<file path="config.mk">
export PLATFORM = sky130hd
export DESIGN_NAME = accr_regs
export DESIGN_NICKNAME = d
export VERILOG_FILES = /design/src/verilog/accr_pkg.sv /design/src/verilog/accr_regs.sv
export VERILOG_INCLUDE_DIRS = /design/src /design/src/verilog
export SDC_FILE = /design/constraint.sdc
export NUM_CORES = 1
export LEC_CHECK = 0
export BUFFER_PORTS_ARGS = -buffer_cell sky130_fd_sc_hd__buf_4
export CORE_MARGIN = 2
export CORE_UTILIZATION = 51
export DETAILED_ROUTE_END_ITERATION = 10
export PLACE_DENSITY = 0.8
export SLEW_MARGIN = 0
export SYNTH_ARGS = -nofsm -noshare
export SYNTH_HDL_FRONTEND = slang
export SYNTH_SLANG_ARGS = --single-unit
</file>
<file path="constraint.sdc">
create_clock -name mclk -period 2.83 [get_ports mclk]
set_clock_uncertainty 0.05 [all_clocks]
set_input_delay 0.1415 -clock mclk [delete_from_list [all_inputs] [get_ports mclk]]
set_output_delay 0.1415 -clock mclk [all_outputs]
set_load 0.005 [all_outputs]
</file>
<file path="src/verilog/accr_consts.svh">
// constants for the channel calibration and configuration register bank
`ifndef ACCR_CONSTS_SVH
`define ACCR_CONSTS_SVH

// ----------------------------------------
// register offsets
// ----------------------------------------
`define ACCR_ADDR_CFG        8'h1d
`define ACCR_ADDR_OCAL_HI    8'h1e
`define ACCR_ADDR_OCAL_LO    8'h1f
`define ACCR_ADDR_GCAL_HI    8'h20
`define ACCR_ADDR_GCAL_LO    8'h21

// ----------------------------------------
// field positions
// ----------------------------------------
`define ACCR_PHASE_MSB       15
`define ACCR_PHASE_LSB       6
`define ACCR_DCOFF_BIT       2
`define ACCR_MUX_MSB         1
`define ACCR_MUX_LSB         0
`define ACCR_LOBYTE_MSB      15
`define ACCR_LOBYTE_LSB      8

// ----------------------------------------
// reset values
// ----------------------------------------
`define ACCR_RST_CFG         16'h0000
`define ACCR_RST_OCAL_HI     16'h0000
`define ACCR_RST_OCAL_LO     8'h00
`define ACCR_RST_GCAL_HI     16'h8000
`define ACCR_RST_GCAL_LO     8'h00

`endif

</file>
<file path="src/verilog/accr_pkg.sv">
// types for the channel calibration and configuration register bank
package accr_pkg;

	// input multiplexer selection
	typedef enum logic [1:0] {
		ACCR_IN_NORMAL  = 2'h0,
		ACCR_IN_SHORTED = 2'h1,
		ACCR_IN_POS_DC  = 2'h2,
		ACCR_IN_NEG_DC  = 2'h3
	} accr_input_sel_t;

	// channel configuration word as seen by the channel logic
	typedef struct packed {
		logic [9:0]      phase_delay;
		logic            dc_filter_off;
		accr_input_sel_t input_select;
	} accr_chan_cfg_t;

	// assembled calibration words
	typedef struct packed {
		logic [23:0] offset;
		logic [23:0] gain;
	} accr_cal_t;

endpackage

</file>
<file path="src/verilog/accr_regs.sv">
// register bank holding one channel's configuration, offset and gain words
`timescale 1ns/1ps
`default_nettype none
`include "accr_consts.svh"

module accr_regs (
	input  wire logic                 mclk,
	input  wire logic                 rst,
	input  wire logic [7:0]           addr,
	input  wire logic [15:0]          wdata,
	input  wire logic                 wr_stb,
	input  wire logic                 rd_stb,
	output logic      [15:0]          rdata,
	output logic                      rd_hit,
	output accr_pkg::accr_chan_cfg_t  chan_cfg,
	output logic      [1:0]           dc_filter_mode,
	output accr_pkg::accr_cal_t       cal
);

	// ----------------------------------------
	// storage: only writable bits exist, so reserved bits cannot hold a one
	// ----------------------------------------
	logic [9:0]  phase_delay_r;
	logic        dc_filter_off_r;
	logic [1:0]  input_select_r;
	logic [15:0] offset_high_word_r;
	logic [7:0]  offset_low_byte_r;
	logic [15:0] gain_high_word_r;
	logic [7:0]  gain_low_byte_r;
	logic [15:0] rdata_nxt;
	logic        rd_hit_nxt;
	logic        wr_cfg;
	logic        wr_ocal_hi;
	logic        wr_ocal_lo;
	logic        wr_gcal_hi;
	logic        wr_gcal_lo;

	// reset image of the configuration word; each field takes its own slice
	localparam logic [15:0] CFG_RST = `ACCR_RST_CFG;

	function automatic logic hit(input logic [7:0] a, input logic [7:0] r);
		hit = (a == r);
	endfunction

	// ----------------------------------------
	// write decode: wr_cfg is shared by the storage and the checks, the other four feed the checks only
	// ----------------------------------------
	assign wr_cfg     = wr_stb & hit(addr, `ACCR_ADDR_CFG);
	assign wr_ocal_hi = wr_stb & hit(addr, `ACCR_ADDR_OCAL_HI);
	assign wr_ocal_lo = wr_stb & hit(addr, `ACCR_ADDR_OCAL_LO);
	assign wr_gcal_hi = wr_stb & hit(addr, `ACCR_ADDR_GCAL_HI);
	assign wr_gcal_lo = wr_stb & hit(addr, `ACCR_ADDR_GCAL_LO);

	// ----------------------------------------
	// writes
	// ----------------------------------------
	always_ff @(posedge mclk or posedge rst) begin
		if (rst) begin
			phase_delay_r   <= CFG_RST[`ACCR_PHASE_MSB:`ACCR_PHASE_LSB];
			dc_filter_off_r <= CFG_RST[`ACCR_DCOFF_BIT];
			input_select_r  <= CFG_RST[`ACCR_MUX_MSB:`ACCR_MUX_LSB];
		end else if (wr_cfg) begin
			phase_delay_r   <= wdata[`ACCR_PHASE_MSB:`ACCR_PHASE_LSB];
			dc_filter_off_r <= wdata[`ACCR_DCOFF_BIT];
			input_select_r  <= wdata[`ACCR_MUX_MSB:`ACCR_MUX_LSB];
		end
	end

	always_ff @(posedge mclk or posedge rst) begin
		if (rst) begin
			offset_high_word_r <= `ACCR_RST_OCAL_HI;
			offset_low_byte_r  <= `ACCR_RST_OCAL_LO;
		end else if (wr_stb) begin
			if (hit(addr, `ACCR_ADDR_OCAL_HI)) begin
				offset_high_word_r <= wdata;
			end
			if (hit(addr, `ACCR_ADDR_OCAL_LO)) begin
				offset_low_byte_r <= wdata[`ACCR_LOBYTE_MSB:`ACCR_LOBYTE_LSB];
			end
		end
	end

	always_ff @(posedge mclk or posedge rst) begin
		if (rst) begin
			gain_high_word_r <= `ACCR_RST_GCAL_HI;
			gain_low_byte_r  <= `ACCR_RST_GCAL_LO;
		end else if (wr_stb) begin
			if (hit(addr, `ACCR_ADDR_GCAL_HI)) begin
				gain_high_word_r <= wdata;
			end
			if (hit(addr, `ACCR_ADDR_GCAL_LO)) begin
				gain_low_byte_r <= wdata[`ACCR_LOBYTE_MSB:`ACCR_LOBYTE_LSB];
			end
		end
	end

	// ----------------------------------------
	// reads: unmapped addresses return zero
	// ----------------------------------------
	always_comb begin
		rdata_nxt  = 16'h0000;
		rd_hit_nxt = 1'h1;
		case (addr)
			`ACCR_ADDR_CFG:     rdata_nxt = {phase_delay_r, 3'h0, dc_filter_off_r, input_select_r};
			`ACCR_ADDR_OCAL_HI: rdata_nxt = offset_high_word_r;
			`ACCR_ADDR_OCAL_LO: rdata_nxt = {offset_low_byte_r, 8'h00};
			`ACCR_ADDR_GCAL_HI: rdata_nxt = gain_high_word_r;
			`ACCR_ADDR_GCAL_LO: rdata_nxt = {gain_low_byte_r, 8'h00};
			default:            rd_hit_nxt = 1'h0;
		endcase
	end

	// data stands only in the cycle after the strobe, zero otherwise
	always_ff @(posedge mclk or posedge rst) begin
		if (rst) begin
			rdata  <= 16'h0000;
			rd_hit <= 1'h0;
		end else begin
			rdata  <= rd_stb ? rdata_nxt : 16'h0000;
			rd_hit <= rd_stb & rd_hit_nxt;
		end
	end

	// ----------------------------------------
	// outputs to the channel logic
	// ----------------------------------------
	assign chan_cfg.phase_delay   = phase_delay_r;
	assign chan_cfg.dc_filter_off = dc_filter_off_r;
	assign chan_cfg.input_select  = accr_pkg::accr_input_sel_t'(input_select_r);
	// 0 = follow global dc filter setting, 1 = forced off for this channel
	assign dc_filter_mode         = {1'h0, dc_filter_off_r};
	assign cal.offset             = {offset_high_word_r, offset_low_byte_r};
	// unsigned: 800000h is unity, ffffffh is just below 2.0
	assign cal.gain               = {gain_high_word_r, gain_low_byte_r};
endmodule

`default_nettype wire

</file>
==> flow_metrics.py <==
metrics = {
    "sta": {
        "post-route-period-util_pct": 66.3,
        "slew-limit-headroom_pct": 26.7,
        "finalHoldViolCount": 25,
        "hold_ws_ns": -0.0126,
        "slew_viol_final": 0,
        "rsz0062_at_grt": "no",
        "finalWorstPathRequiredPeriod_ns": 1.88,
        "setup_violations": 0,
        "tns_ns": 0,
        "worstMarginPinSlew_ns": 1.10,
        "max_freq_mhz": 533,
    },
    "power_and_ir_drop": {
        "leakage_uw": 0.00237,
        "ir_drop_uv": 370,
        "power.density_nw_per_um2": 513,
        "p_total_uw": 2320,
    },
    "detailed_routing": {
        "dr.pass1.iters": 6,
        "route.detailed.wl_per_inst_um": 19.5,
        "drt-total-wl_mm": 8.32,
        "final_antenna_net_count": 0,
        "drt_iter0_markers": 168,
        "via_per_inst": 5.74,
        "vias": 2453,
        "drc": 0,
    },
    "grt": {
        "grt_use_total_pct": 23.2,
        "grt_pass1_wl_mm": 12.8,
        "grt_max_degree": 66,
        "grt_pass1_vias": 2441,
        "grt_overflow_total": 0,
        "antenna_found_initial": 0,
    },
    "worst_setup_path": {
        "cp.arrival_ns": 2.06,
        "slowest_stage": "nand3_1",
        "cp_data_required_time_ns": 3.01,
        "critPathKind": "in2reg",
        "critPathMaxStageDelay_ns": 0.68,
        "path_cells": "buf_4 -> nor4b_4 -> nand3_1 -> mux2_2",
        "path_max_fanout": 13,
        "startpoint": "addr[5]",
        "cp-end-kind": "flop",
        "timing.rr.start": "gain_low_byte_r[0]",
        "worst_setup_path_start_kind": "input pin",
    },
    "outcome": {
        "violations": "hold timing",
        "run_status": "finished with violations",
    },
    "floorplanning": {
        "die_x_um": 85.5,
        "die_h_um": 85.5,
        "initial_core_util_pct": 53.0,
        "core_um2": 6390,
        "io_pins": 108,
        "rows": 29,
        "die-area_um2": 7300,
    },
    "final_layout": {
        "nNetsFinal": 373,
        "diodes": 0,
        "drive_gt1_share_pct": 58.3,
        "syn2layout_area_growth_pct": 33.8,
    },
    "logic_synthesis": {
        "synth_area_leaders": "dfrtp_1 57%, mux2_2 20%, mux2_4 4.4%",
        "synth_top_area_cell": "dfrtp_1",
        "postSynthAreaPerCell_um2": 14.7,
        "seq_area_frac_synth_pct": 57.7,
        "synth-edff-count": 0,
        "ys_top_cells_by_count": "77 x dfrtp_1, 59 x mux2_2, 16 x nor2_1",
        "ys_types": 29,
        "async_reset_ff_share_pct": 100,
        "synth_seq_cells": 78,
        "synthFlopType": "dfrtp_1",
        "syn_area_um2": 3380,
        "syn_inst": 230,
        "post-synth-top-count-cell": "dfrtp_1",
        "ys.warnings.count": 0,
        "synth_top_area_share_pct": 56.9,
        "synth_fp_nets": 258,
    },
    "place": {
        "portBuffers": 106,
        "dp_hpwl_mm": 5.45,
        "gp_congestion": 0.777,
    },
    "clock_tree": {
        "insertion_delay_ns": 0.35,
        "cts-resized-gates": 0,
        "htreeDepth": 3,
        "cts_tree": "yes",
        "clockRootBuffer": "clkbuf_8",
        "post_cts_buffers": 0,
        "clk_pin_slew_worst_paths_ns": 0.08,
        "numCtsBuffers": 9,
        "cts_sinks": 78,
        "clockBufferDepth": 2,
    },
    "run": {
        "drv_cap": 0,
    },
    "worst_hold_path": {
        "hold_class": "in2async",
    },
}
[placed cells by master, fill, tap and decap left out, drive strengths merged, types with 2 or more instances in the layout]
cell type and instances:
dfrtp 77, a222oi 5, clkbuf 10, clkinv 4, bufinv 2, and4b 2, a22o 10, and2 2
o2bb2ai 3, nor2 16, buf 110, nor4b 2, nand3 5, mux2 69, mux2i 3, dlygate4sd3 8
a22oi 11
[metrics by stage]
step                      setup WS, ns  util [%]  area [um^2]  hold slack [ns]  instances
after floorplan                  0.645         -         3380            0.239        230
after global placement           0.683      66.3         4230            0.333        403
after detailed placement         0.569      66.3         4230            0.342        403
after CTS                        0.948      70.9         4530          0.00111        427
after global routing             0.869      70.9         4530          0.00741        427
final                            0.953      70.9         4530          -0.0126        427
[final cells by class]
class	count	area, um^2
flip-flops and latches	78	1950
fillers	440	1860
multi-input cells	136	1350
repair buffers	118	906
clock buffers	10	128
well taps	77	96.3
clock inverters	6	86.3
inverters	2	8.76
[sequential cells by signal (all words and copies together) (netlist names)]
| name | count |
|---|---|
| rdata | 16 |
| gain_high_word_r | 16 |
| dc_filter_off_r | 1 |
| phase_delay_r | 10 |
| rd_hit | 1 |
| offset_high_word_r | 16 |
| offset_low_byte_r | 8 |
| input_select_r | 2 |
| gain_low_byte_r | 8 |
[worst paths after layout]
| path | cells after the start | slack [ns] | endpoint |
|---|---|---|---|
| hold reg to reg | 1 | 0.49 | gain_low_byte_r[4] |
| setup / recovery | 4 | 0.95 | dc_filter_off_r |
| max in group asynchronous | 3 | 1.96 | gain_high_word_r[11] |
| hold / removal | 2 | -0.01 | rdata[5] |
| min in group mclk | 2 | 0 | offset_high_word_r[9] |
| setup reg to reg | 3 | 1.58 | rdata[8] |
[layer usage]
metal  track usage, %  wire (um)  up-vias
met5                0          0        -
met4             10.5        221        0
li1                 -          -     1079
met2             36.9       4020      113
met1             31.2       3550     1243
met3             4.28        523       18
[cell families (layout without fill, tap and decap cells)]
group           after synthesis  after routing  share of synthesized area (%)
flops                        78             78                           57.7
mux                          72             72                           25.0
simple gates                 32             32                           7.02
compound gates               31             31                           7.76
buf+inv                      16            136                           2.44
other cells                   1              1                          0.111
[what timing repair did]
item	CTS	global route
setup endpoints to repair	0	0
hold buffers	8	0
endpoints found under the hold margin	20	0
[power by group]
group / internal (uW) / switching [uW] / leakage, uW
combinational: 131 / 96.0 / 0.00119
sequential: 1160 / 35.4 / 0.00108
clock: 495 / 406 / 0.000106
[critical path, delay by kind of cell]
family	cells	cell delay, ns
AND/OR/NAND/NOR	2	1.29
multiplexers	1	0.49
buffers and inverters	1	0.12
(Power assumes the default switching activity.)
